==> src/rtl/ocgc_consts.svh <==
// constants for the output clock gating control block
`ifndef OCGC_CONSTS_SVH
`define OCGC_CONSTS_SVH

`define OCGC_NUM_OUT       12
`define OCGC_NUM_DIV       4
`define OCGC_SEL_W         2
`define OCGC_DIV_W         8
`define OCGC_DRV_W         2
`define OCGC_STORE_W       24
`define OCGC_STORE_MAX     2'h2
`define OCGC_STORE_DEF     24'h000000
`define OCGC_INIT_NS       100
`define OCGC_CLK_NS        10
`define OCGC_INIT_CYC      ((`OCGC_INIT_NS + `OCGC_CLK_NS - 1) / `OCGC_CLK_NS)
`define OCGC_CNT_W         4
`define OCGC_DRV_ONE       2'h1
`define OCGC_DRV_TWO       2'h2
`define OCGC_DRV_THREE     2'h3

`endif

==> src/rtl/ocgc_pkg.sv <==
// types for the output clock gating control block
package ocgc_pkg;

    // sequencing of the block after reset
    typedef enum logic [0:0] {
        OCGC_ST_INIT = 1'b0,
        OCGC_ST_RUN  = 1'b1
    } ocgc_state_t;

endpackage : ocgc_pkg

==> src/rtl/ocgc_top.sv <==
// output routing, gating, disable and power control for twelve clock drivers
// Functional notes
// - any divider routes to any output
// - each output differential or single-ended
// - global disable pin high disables all
// - per-output disable bit overrides global enable
// - optional output disable during lock loss
// - crystal loss disables outputs unless overridden
// - disabled output holds per-output static level
// - synchronous gating changes at period end
// - asynchronous gating disables at once
// - dividers reset during power-up initialisation
// - reset pin or bit re-runs divider reset
// - power-down keeps config, stops clocks
// - power-down stops after complete period
// - power-down release restarts glitch-free on sync-gated outputs; other outputs wait for the period end in the first cycle only
// - single-ended pins in phase, polarity invertible
// - drive codes 1..3, code 1 barred low
// - unused drivers individually powered down
// - defaults loaded from store before clocks
// - store takes two writes, newest only
// - select pin picks serial protocol
// - three-wire bit shares data line
// - lock loss flags loop out of sync
// - crystal loss alarm flags bad reference
`timescale 1ns/1ps
`include "ocgc_consts.svh"

module ocgc_top
(
    input  wire logic                                     ref_clk,
    input  wire logic                                     rst_n,
    input  wire logic                                     clk_en,
    input  wire logic                                     global_output_disable_pin,
    input  wire logic                                     power_down_pin_n,
    input  wire logic                                     device_reset_pin_n,
    input  wire logic                                     lock_loss,
    input  wire logic                                     crystal_ref_loss_alarm,
    input  wire logic                                     i2c_select_pin,
    input  wire logic                                     three_wire_select,
    input  wire logic                                     cfg_soft_reset,
    input  wire logic [`OCGC_NUM_DIV*`OCGC_DIV_W-1:0]     cfg_div_half,
    input  wire logic [`OCGC_NUM_OUT*`OCGC_SEL_W-1:0]     cfg_out_src,
    input  wire logic [`OCGC_NUM_OUT-1:0]                 cfg_single_ended,
    input  wire logic [`OCGC_NUM_OUT-1:0]                 cfg_inv_true,
    input  wire logic [`OCGC_NUM_OUT-1:0]                 cfg_inv_comp,
    input  wire logic [`OCGC_NUM_OUT*`OCGC_DRV_W-1:0]     cfg_drive_select,
    input  wire logic [`OCGC_NUM_OUT-1:0]                 cfg_vddo_low,
    input  wire logic [`OCGC_NUM_OUT-1:0]                 cfg_sync_gate,
    input  wire logic [`OCGC_NUM_OUT-1:0]                 cfg_driver_pd,
    input  wire logic                                     cfg_lol_disable,
    input  wire logic                                     cfg_xtal_keep_on,
    input  wire logic                                     cfg_wr,
    input  wire logic [`OCGC_NUM_OUT-1:0]                 cfg_out_disable,
    input  wire logic [`OCGC_NUM_OUT-1:0]                 cfg_disable_high,
    input  wire logic                                     store_program,
    output logic      [`OCGC_NUM_OUT-1:0]                 output_true_pin,
    output logic      [`OCGC_NUM_OUT-1:0]                 output_comp_pin,
    output logic      [`OCGC_NUM_OUT*`OCGC_DRV_W-1:0]     single_ended_drive_select,
    output logic      [`OCGC_NUM_OUT-1:0]                 driver_power_down,
    output logic      [`OCGC_NUM_OUT-1:0]                 out_enabled,
    output logic      [`OCGC_NUM_OUT-1:0]                 out_disable_r_q,
    output logic      [`OCGC_NUM_OUT-1:0]                 disable_high_q,
    output logic                                          init_done,
    output logic      [1:0]                               store_write_count,
    output logic                                          serial_is_i2c,
    output logic                                          spi_shared_data
);

    // ------------------------------------------------------------
    // pin synchronisers
    // ------------------------------------------------------------
    localparam int NSYNC = 6;

    logic [NSYNC-1:0] pin_raw;    // asynchronous pins gathered
    logic [NSYNC-1:0] pin_m_r;    // first stage, read only by second
    logic [NSYNC-1:0] pin_s_r;    // second stage, safe to use

    assign pin_raw = {i2c_select_pin, crystal_ref_loss_alarm, lock_loss,
                      device_reset_pin_n, power_down_pin_n, global_output_disable_pin};

    // two flops per pin; reset values mean "not disabling, not in reset", except lock loss, which resets high (out of lock)
    always_ff @(posedge ref_clk or negedge rst_n)
    begin
        if (!rst_n)
        begin
            pin_m_r <= 6'h0e;
            pin_s_r <= 6'h0e;
        end
        else if (clk_en)
        begin
            pin_m_r <= pin_raw;
            pin_s_r <= pin_m_r;
        end
    end

    logic oe_dis_s;     // global disable pin, high disables
    logic pd_s;         // power-down active
    logic rst_pin_s;    // reset pin active
    logic lol_s;        // loop out of lock
    logic xlos_s;       // crystal reference alarm
    logic i2c_s;        // interface select level

    assign oe_dis_s  = pin_s_r[0];
    assign pd_s      = ~pin_s_r[1];
    assign rst_pin_s = ~pin_s_r[2];
    assign lol_s     = pin_s_r[3];
    assign xlos_s    = pin_s_r[4];
    assign i2c_s     = pin_s_r[5];

    // ------------------------------------------------------------
    // serial interface selection
    // ------------------------------------------------------------
    // the protocol engine itself lives elsewhere; this only steers it
    assign serial_is_i2c   = i2c_s;
    assign spi_shared_data = ~i2c_s & three_wire_select;

    // ------------------------------------------------------------
    // initialisation sequencer
    // ------------------------------------------------------------
    ocgc_pkg::ocgc_state_t   state_r;    // init or run
    logic [`OCGC_CNT_W-1:0]  init_cnt_r; // cycles spent in init
    logic                    reinit;     // any reset request

    // reset pin and reset bit both restart the sequence
    assign reinit = rst_pin_s | cfg_soft_reset;

    // init holds dividers in reset for a fixed time, then runs
    always_ff @(posedge ref_clk or negedge rst_n)
    begin
        if (!rst_n)
        begin
            state_r    <= ocgc_pkg::OCGC_ST_INIT;
            init_cnt_r <= 4'h0;
        end
        else if (clk_en)
        begin
            if (reinit)
            begin
                state_r    <= ocgc_pkg::OCGC_ST_INIT;
                init_cnt_r <= 4'h0;
            end
            else
            begin
                unique case (state_r)
                    ocgc_pkg::OCGC_ST_INIT:
                    begin
                        // count out the init window
                        if (init_cnt_r == 4'(`OCGC_INIT_CYC - 1))
                            state_r <= ocgc_pkg::OCGC_ST_RUN;
                        else
                            init_cnt_r <= init_cnt_r + 4'h1;
                    end
                    ocgc_pkg::OCGC_ST_RUN:
                    begin
                        init_cnt_r <= 4'h0;
                    end
                endcase
            end
        end
    end

    logic running;   // dividers free to count
    assign running   = (state_r == ocgc_pkg::OCGC_ST_RUN);
    assign init_done = running;

    // ------------------------------------------------------------
    // configuration store and working registers
    // ------------------------------------------------------------
    logic [`OCGC_STORE_W-1:0] store_img_r;  // retained default image
    logic [1:0]               store_cnt_r;  // writes used so far

    // only one image is kept, so programming replaces the old one
    always_ff @(posedge ref_clk or negedge rst_n)
    begin
        if (!rst_n)
        begin
            store_img_r <= `OCGC_STORE_DEF;
            store_cnt_r <= 2'h0;
        end
        else if (clk_en && store_program && running && store_cnt_r != `OCGC_STORE_MAX)
        begin
            store_img_r <= {disable_high_q, out_disable_r_q};
            store_cnt_r <= store_cnt_r + 2'h1;
        end
    end

    assign store_write_count = store_cnt_r;

    // working copy: loaded from store during init, then host-writable;
    // power-down leaves it untouched so configuration survives
    always_ff @(posedge ref_clk or negedge rst_n)
    begin
        if (!rst_n)
        begin
            out_disable_r_q <= 12'h000;
            disable_high_q  <= 12'h000;
        end
        else if (clk_en)
        begin
            if (!running)
            begin
                out_disable_r_q <= store_img_r[11:0];
                disable_high_q  <= store_img_r[23:12];
            end
            else if (cfg_wr)
            begin
                out_disable_r_q <= cfg_out_disable;
                disable_high_q  <= cfg_disable_high;
            end
        end
    end

    // ------------------------------------------------------------
    // output dividers
    // ------------------------------------------------------------
    logic [`OCGC_NUM_DIV-1:0] div_clk_r;  // divided clocks
    logic [`OCGC_NUM_DIV-1:0] div_end;    // last cycle of a period

    genvar d;
    generate
        for (d = 0; d < `OCGC_NUM_DIV; d = d + 1)
        begin : g_div
            logic [`OCGC_DIV_W-1:0] cnt_r;  // half-period counter
            logic [`OCGC_DIV_W-1:0] half;   // half period minus one

            assign half       = cfg_div_half[d*`OCGC_DIV_W +: `OCGC_DIV_W];
            assign div_end[d] = running & div_clk_r[d] & (cnt_r == half);

            // held at zero through init so all phases line up
            always_ff @(posedge ref_clk or negedge rst_n)
            begin
                if (!rst_n)
                begin
                    cnt_r        <= 8'h00;
                    div_clk_r[d] <= 1'b0;
                end
                else if (clk_en)
                begin
                    if (!running)
                    begin
                        cnt_r        <= 8'h00;
                        div_clk_r[d] <= 1'b0;
                    end
                    else if (cnt_r == half)
                    begin
                        cnt_r        <= 8'h00;
                        div_clk_r[d] <= ~div_clk_r[d];
                    end
                    else
                        cnt_r <= cnt_r + 8'h01;
                end
            end
        end
    endgenerate

    // ------------------------------------------------------------
    // per-output gating and pin drive
    // ------------------------------------------------------------
    logic pd_prev_r;   // power-down seen last cycle
    always_ff @(posedge ref_clk or negedge rst_n)
    begin
        if (!rst_n)
            pd_prev_r <= 1'b0;
        else if (clk_en)
            pd_prev_r <= pd_s;
    end

    // power-down, and the first cycle after its release, force period-aligned gating
    logic pd_any;
    assign pd_any = pd_s | pd_prev_r;

    // shared disable terms
    logic glob_off;
    assign glob_off = oe_dis_s
                    | (cfg_lol_disable & lol_s)
                    | (~cfg_xtal_keep_on & xlos_s)
                    | ~running;

    genvar o;
    generate
        for (o = 0; o < `OCGC_NUM_OUT; o = o + 1)
        begin : g_out
            logic [`OCGC_SEL_W-1:0] src;    // selected divider
            logic [`OCGC_DRV_W-1:0] drv;    // requested drive code
            logic                   clk_o;  // routed clock
            logic                   bound;  // period end of routed clock
            logic                   want;   // enable wanted now
            logic                   en_r;   // gated enable
            logic                   lvl;    // level before polarity

            assign src   = cfg_out_src[o*`OCGC_SEL_W +: `OCGC_SEL_W];
            assign clk_o = div_clk_r[src];
            assign bound = div_end[src];
            assign want  = ~glob_off & ~out_disable_r_q[o] & ~pd_s;

            // sync mode, power-down, and the first cycle after its release wait for the period end;
            // otherwise the enable follows at once and may clip a pulse
            always_ff @(posedge ref_clk or negedge rst_n)
            begin
                if (!rst_n)
                    en_r <= 1'b0;
                else if (clk_en)
                begin
                    if (!running)
                        en_r <= 1'b0;
                    else if (cfg_sync_gate[o] || pd_any)
                    begin
                        if (bound || !clk_o)
                            en_r <= want;
                    end
                    else
                        en_r <= want;
                end
            end

            assign lvl = en_r ? clk_o : disable_high_q[o];

            // differential: complement inverted; single-ended: in phase
            always_ff @(posedge ref_clk or negedge rst_n)
            begin
                if (!rst_n)
                begin
                    output_true_pin[o] <= 1'b0;
                    output_comp_pin[o] <= 1'b1;
                end
                else if (clk_en)
                begin
                    if (cfg_single_ended[o])
                    begin
                        output_true_pin[o] <= lvl ^ cfg_inv_true[o];
                        output_comp_pin[o] <= lvl ^ cfg_inv_comp[o];
                    end
                    else
                    begin
                        output_true_pin[o] <= lvl;
                        output_comp_pin[o] <= ~lvl;
                    end
                end
            end

            // code 1 unavailable on low supply; code 0 is not a code
            assign drv = cfg_drive_select[o*`OCGC_DRV_W +: `OCGC_DRV_W];
            always_ff @(posedge ref_clk or negedge rst_n)
            begin
                if (!rst_n)
                    single_ended_drive_select[o*`OCGC_DRV_W +: `OCGC_DRV_W] <= `OCGC_DRV_THREE;
                else if (clk_en)
                begin
                    if (drv == 2'h0 || (drv == `OCGC_DRV_ONE && cfg_vddo_low[o]))
                        single_ended_drive_select[o*`OCGC_DRV_W +: `OCGC_DRV_W] <= `OCGC_DRV_TWO;
                    else
                        single_ended_drive_select[o*`OCGC_DRV_W +: `OCGC_DRV_W] <= drv;
                end
            end

            // unused drivers off by configuration
            always_ff @(posedge ref_clk or negedge rst_n)
            begin
                if (!rst_n)
                    driver_power_down[o] <= 1'b0;
                else if (clk_en)
                    driver_power_down[o] <= cfg_driver_pd[o];
            end

            assign out_enabled[o] = en_r;
        end
    endgenerate

endmodule : ocgc_top

==> config.mk <==
export PLATFORM = sky130hd
export DESIGN_NAME = ocgc_top
export DESIGN_NICKNAME = d
export VERILOG_FILES = /design/src/rtl/ocgc_pkg.sv /design/src/rtl/ocgc_top.sv
export VERILOG_INCLUDE_DIRS = /design/src /design/src/rtl
export SDC_FILE = /design/constraint.sdc
export NUM_CORES = 1
export LEC_CHECK = 0
export BUFFER_PORTS_ARGS = -buffer_cell sky130_fd_sc_hd__buf_2
export CORE_MARGIN = 1
export CORE_UTILIZATION = 52
export CTS_CLUSTER_SIZE = 12
export DETAILED_ROUTE_END_ITERATION = 10
export PLACE_DENSITY = 0.81
export SYNTH_ARGS = -nofsm -noshare
export SYNTH_HDL_FRONTEND = slang
export SYNTH_SLANG_ARGS = --single-unit
==> constraint.sdc <==
create_clock -name ref_clk -period 2.1 [get_ports ref_clk]
set_input_delay 0.42 -clock ref_clk [delete_from_list [all_inputs] [get_ports ref_clk]]
set_output_delay 0.42 -clock ref_clk [all_outputs]
set_load 0.05 [all_outputs]
==> flow_metrics.tcl, run 1 <==
set metrics [dict create \
    path_cells "xnor2_1 -> nand4_1 -> or3_4 -> o22ai_2 -> o221ai_1 -> a22o_1" \
    port_buffers 291 \
    ys.flop_type "dfrtp_1" \
    ir_drop_mv 0.4993 \
    boundaryPins 292 \
    netlist_top_cells_count "dfrtp_1 (134), nor2_1 (72), nand2_1 (68), mux2_2 (60), xor2_1 (55)" \
    first_iter_violations 445 \
    wirelength_mm 25.68 \
    ys_top_cells_by_area "dfrtp_1 (35%), dfstp_2 (12%), mux2_2 (7.1%)" \
    m1WireLength_mm 10.54 \
    row_count 49 \
    netlist.area_leader.share_pct 35.28 \
    slew_viol_final 0 \
    synth_most_common_cell "dfrtp_1" \
    fmax_mhz 489.8 \
    track_usage_pct 27.03 \
    ys_ff_latch 176 \
    hpwl_mm 19.59 \
    finalCritPeriodShare_pct 97.22 \
    setup_slack_ns 0.05838 \
    cp_max_fo 8 \
    route.met3.wl_mm 1.836 \
    hold_path.class "in2reg" \
    cts_buffer_depth 2 \
    post_dp_cell_area_um2 11330 \
    cp.required_ns 2.41 \
    sw_frac_of_total_pct 29.13 \
    drtAntennaViolNets 0 \
    synthesis.area_um2 9504 \
    cp_slowest_stage_delay_ns 0.51 \
    cts_max_level 4 \
    routedWlPerCell_um 18.05 \
    highest_layer "met5" \
    grt_overflow 0 \
    post-route-min-period_ns 2.042 \
    sequentialPowerShare_pct 45.4 \
    fin_worst_skew_ns 0.01123 \
    combPwrFrac_pct 15.4 \
    cts-root-buf "clkbuf_16" \
    final_area_um2 12070 \
    clkSlewWorstSetupHoldPaths_ns 0.07 \
    cellLeakagePower_nw 5.575 \
    yosys.area.top_type "dfrtp_1" \
    setup_viol 0 \
    final_layout_size_suffix_gt1_share_pct 43.29 \
    core-area_um2 17960 \
    internal-power_w 0.005710 \
    die_area_um2 18820 \
    nFillCells 1428 \
    clk_latency_ns 0.43 \
    status "finished, final reports clean" \
    cp-end-kind "flip-flop" \
    cts_sinks 176 \
    syn-num-nets 1088 \
    synth_area_per_cell_um2 10.68 \
    async_flop_share_pct 100.0 \
    maxCapViolations 0 \
    worst_pin_slew_ns 0.8261 \
    drt_pass1_iterations 5 \
    crit_type "reg2reg" \
    relSlewSlack_pct 44.93 \
    hold_viol_final 0 \
    synthCells 890 \
    powerDensity_nw_per_um2 667.2 \
    switchingPower_w 0.002347 \
    start_kind "flip-flop" \
    cts_tree "done" \
    routabilityCongestion 0.8610 \
    place_ws_ns -0.08222 \
    slowest_stage "or3_4" \
    route.met2.wl_mm 12.61 \
    vias 8018 \
    grt_pass1_wl_mm 38.47 \
    area_delta_synth_final_pct 27.04 \
    die_height_um 137.2 \
    antenna_found_initial 3 \
    arrival_ns 2.35 \
    cts_buffers 17 \
    initial_core_util_pct 52.91 \
    ys_seq_area_share_pct 46.89 \
    drc 0 \
    pwr-share-clk_pct 39.2 \
    die_width_um 137.2 \
    ys_types 57 \
    synth_warnings 0 \
    synth_edf_count 0 \
    nets 1377 \
    viasPerCell 5.635 \
    grt_start_max_net_pins 85 \
    grt_pass1_vias 7578 \
]
-- kinds of logic (layout without fill, tap and decap cells) --
group | Yosys count | after routing | share of synthesized area (%)
flip-flops | 176 | 176 | 46.89
XOR/XNOR | 80 | 80 | 7.372
other | 0 | 2 | 0
AND/OR/NAND/NOR | 223 | 223 | 11.26
AO/OA/AOI/OAI | 178 | 178 | 13.65
buffers and inverters | 107 | 409 | 5.003
multiplexers | 119 | 119 | 14.90
adder cells (fa/ha/maj) | 7 | 7 | 0.9215
-- layer usage --
layer,GRT usage (%),vias to the layer above
li1,-,3775
met1,34.79,3899
met2,44.11,298
met3,5.666,44
met4,11.78,2
met5,0,-
-- layout make-up --
cell class | count | area, um2 | area share [%]
multi-input combinational | 607 | 4687 | 38.82
sequential | 176 | 4464 | 36.97
timing repair buffer | 331 | 1868 | 15.47
clock buffer | 19 | 442.9 | 3.668
tap | 229 | 286.5 | 2.373
inverter | 46 | 172.7 | 1.430
clock inverter | 13 | 147.6 | 1.223
antenna | 2 | 5.005 | 0.04145
-- layout by cell type (no fill, tap or decap), types with 3 or more instances in the layout --
cell type  count
buf_2        289
dfrtp_1      130
nor2_1        72
nand2_1       68
mux2_2        60
xor2_1        55
o21ai_0       50
inv_1         46
mux2i_1       44
dfstp_2       42
buf_4         32
xnor2_1       25
a21oi_1       23
o2111ai_1     20
nand4_1       19
nand3_1       18
clkbuf_16     17
o211ai_1      13
a22o_1        13
nor2b_1       13
mux4_2        12
o32ai_2       12
o221ai_1      11
a31oi_1        8
buf_12         8
ha_1           7
nand2b_1       6
o22a_1         6
and3_1         5
o22a_2         5
nor3b_1        4
inv_6          4
mux2i_2        3
inv_8          3
dfrtp_2        3
-- power groups by stage --
stage	registers, W	logic [W]	clock network [W]
detailed placement	0.00372	0.00124	0
finish	0.00366	0.00124	0.00316
global placement	0.00371	0.00121	0
global route	0.00368	0.00133	0.00336
CTS	0.00366	0.00124	0.00322
floorplan	0.00410	0.000337	0
-- registers in the layout (all words and copies together) (netlist names) --
name                       cells
store_write_count              2
driver_power_down             12
div_clk_r                      4
store_img_r                   24
output_true_pin               12
g_out.en_r                    12
pin_s_r                        6
single_ended_drive_select     24
init_done                      1
out_disable_r_q               12
disable_high_q                12
g_div.cnt_r                   32
init_cnt_r                     4
output_comp_pin               12
pd_prev_r                      1
pin_m_r                        6
-- per-stage QoR --
step	hold slack, ns	std cells	setup TNS [ns]	total power [W]	utilization [%]
floorplan	0.1244	890	0	0.004441	-
global placement	0.3977	1385	-0.1304	0.004919	63.08
detailed placement	0.4003	1385	-0.6541	0.004955	63.08
CTS	0.1456	1418	0	0.008122	66.45
global route	0.1576	1423	-0.0002527	0.008361	67.21
finish	0.1601	1423	0	0.008056	67.21
-- worst max-delay path, delay by kind of cell, from the launching register on --
kind,cells,cell delay [ns]
xor+xnor,1,0.18
flops,1,0.44
compound gates,3,0.58
simple gates,2,0.71
-- final timing paths --
| path | startpoint | end | slack (ns) | cells past startpoint |
|---|---|---|---|---|
| worst min-delay path | cfg_drive_select[12] | single_ended_drive_select[13] | 0.16 | 2 |
| worst max register to register | g_div[1].cnt_r[3] | g_out[9].en_r | 0.06 | 6 |
| max in group asynchronous | rst_n | output_comp_pin[11] | 0.91 | 3 |
| worst min register to register | single_ended_drive_select[2] | single_ended_drive_select[2] | 0.47 | 2 |
| worst max-delay path | g_div[1].cnt_r[3] | g_out[9].en_r | 0.06 | 6 |
| min in group asynchronous | rst_n | g_div[2].cnt_r[3] | 0.51 | 2 |
-- timing repair --
item,4_1_cts,5_1_grt
buffers inserted,0,3
pin swaps,0,7
endpoints found under the setup margin,1,13
hold buffers,1,0
endpoints found under the hold margin,43,0
cloned,0,0
resized for setup,1,20
Note: power is estimated with default switching activity, not from simulation.
==> run 2: changes to the inputs <==
--- a/config.mk
+++ b/config.mk
@@ -8,10 +8,11 @@
 export LEC_CHECK = 0
 export BUFFER_PORTS_ARGS = -buffer_cell sky130_fd_sc_hd__buf_2
 export CORE_MARGIN = 1
-export CORE_UTILIZATION = 52
+export CORE_UTILIZATION = 54
+export CTS_BUF_LIST = sky130_fd_sc_hd__clkbuf_4
 export CTS_CLUSTER_SIZE = 12
 export DETAILED_ROUTE_END_ITERATION = 10
-export PLACE_DENSITY = 0.81
+export PLACE_DENSITY = 0.83
 export SYNTH_ARGS = -nofsm -noshare
 export SYNTH_HDL_FRONTEND = slang
 export SYNTH_SLANG_ARGS = --single-unit
==> flow_metrics.tcl, run 2 (synthesis gave the netlist of run 1 again) <==
set metrics [dict create \
    grt_overflow 0 \
    final_layout_size_suffix_gt1_share_pct 43.12 \
    clkSlewWorstSetupHoldPaths_ns 0.15 \
    cp-end-kind "flip-flop" \
    status "finished, final reports clean" \
    layout_common_cells "buf_2 (289), dfrtp_1 (128), nor2_1 (71)" \
    worst_pin_slew_ns 1.013 \
    boundaryPins 292 \
    regMostFlops "g_div.cnt_r" \
    cts_tree "done" \
    place_ws_ns -0.06615 \
    finalCritPeriodShare_pct 98.48 \
    initial_core_util_pct 55.14 \
    setup_slack_ns 0.03194 \
    antenna_found_initial 3 \
    die_area_um2 18130 \
    cts_sinks 176 \
    cts-root-buf "clkbuf_4" \
    dp.cells 1380 \
    arrival_ns 2.54 \
    maxCapViolations 0 \
    reg2reg_slack_ns 0.03 \
    cts_max_level 4 \
    wirelength_mm 26.04 \
    nets 1384 \
    cts_buffer_depth 2 \
    post-route-min-period_ns 2.068 \
    setup_tns_ns 0 \
    fin_worst_skew_ns 0.02056 \
    viasPerCell 5.713 \
    final_area_um2 11800 \
    die_width_um 134.7 \
    grt_start_max_net_pins 90 \
    final_common_cell "buf_2" \
    hp-start "cfg_driver_pd[9]" \
    powerDensity_nw_per_um2 573.3 \
    timing.rr.start "g_div[3].cnt_r[0]" \
    drc 0 \
    cellLeakagePower_nw 5.447 \
    hold_depth 2 \
    cts_buffers 17 \
    hold_path.class "in2reg" \
    relSlewSlack_pct 32.23 \
    first_iter_violations 417 \
    grt_pass1_vias 7969 \
    vias 8152 \
    post_dp_cell_area_um2 11300 \
    hold_viol_final 0 \
    cp_max_fo 5 \
    port_buffers 291 \
    core-area_um2 17240 \
    area_delta_synth_final_pct 24.20 \
    top_regs "g_div.cnt_r x32, single_ended_drive_select x24, store_img_r x24" \
    routedWlPerCell_um 18.24 \
    ir_drop_mv 0.4486 \
    crit_type "reg2reg" \
    start_kind "flip-flop" \
    clk_latency_ns 0.57 \
    slew_viol_final 0 \
    drt_pass1_iterations 5 \
    reg2reg_depth 7 \
    largest_reg_flops 32 \
    final_cells 1427 \
    whs_endpoint "driver_power_down[9]" \
    setup_viol 0 \
    routabilityCongestion 0.8368 \
    track_usage_pct 28.88 \
    row_count 48 \
    drtAntennaViolNets 0 \
    worstReg2RegEnd "g_out[1].en_r" \
    rsz0062_at_grt "true" \
    die_height_um 134.7 \
    cp.required_ns 2.57 \
    grt_pass1_wl_mm 40.40 \
    hpwl_mm 19.46 \
    fmax_mhz 483.5 \
]
run 2: changes by cell type in the layout (fill, tap and decap cells not counted), sizes merged:
cell         change
buf              -1
clkbuf           -2
inv              +1
dlygate4sd3      +8
clkinvlp         -1
clkinv           +2
diode            +1
run 2: metal layers:
| metal | global-route usage (%) | routed length [um] |
|---|---|---|
| met1 | 36.09 | 10240 |
| met4 | 11.42 | 668 |
| met2 | 48.34 | 13010 |
| met3 | 6.907 | 2111 |
| met5 | 0 | 0 |
run 2: final cells by class:
cell class / instances / area, um2
Antenna cell: 3 / 7.507
Clock buffer: 17 / 127.6
Clock inverter: 15 / 127.6
Fill cell: 1338 / 5433
Inverter: 46 / 172.7
Multi-Input combinational cell: 607 / 4705
Sequential cell: 176 / 4467
Tap cell: 225 / 281.5
Timing Repair Buffer: 338 / 1916
run 2: how the worst max path moves through the flow:
stage,start,cells past startpoint,endpoint,slack [ns]
5_1_grt,g_div[3].cnt_r[0],7,g_out[6].en_r,-0.07
4_1_cts,g_div[3].cnt_r[6],6,g_out[1].en_r,-0.002
3_5_place_dp,cfg_div_half[30],7,g_out[8].en_r,-0.07
6_report,g_div[3].cnt_r[0],7,g_out[1].en_r,0.03
3_3_place_gp,cfg_div_half[25],7,g_out[6].en_r,0.007
2_1_floorplan,store_write_count[0],5,store_img_r[10],0.09
run 2: power by group:
part	switching (W)	leakage [nW]	total, W	internal (W)
registers	0.0000806	2.25	0.00366	0.00358
clock network	0.00125	0.143	0.00185	0.000600
logic	0.000832	3.06	0.00125	0.000421
run 2: stage by stage:
step	util [%]	hold slack, ns	power [W]
6_report	68.48	0.06948	0.006767
5_1_grt	68.48	0.02049	0.007046
4_1_cts	67.62	0.02333	0.006824
3_5_place_dp	65.56	0.2575	0.004955
3_3_place_gp	65.56	0.2570	0.004915
2_1_floorplan	-	0.1244	0.004441
run 2: critical path, stage by stage (launching register included):
cell      delay, ns
dfrtp_2        0.50
xor2_2         0.18
nor4_4         0.27
buf_4          0.19
nand2_1        0.23
o32ai_2        0.24
o221ai_1       0.15
a22o_1         0.20
run 2: what timing repair did:
action | in CTS | in global routing
gates resized for setup | 2 | 23
hold buffers | 9 | 0
buffers inserted | 0 | 3
pin swaps | 0 | 3
setup endpoints to repair | 3 | 18
hold endpoints to repair | 142 | 0
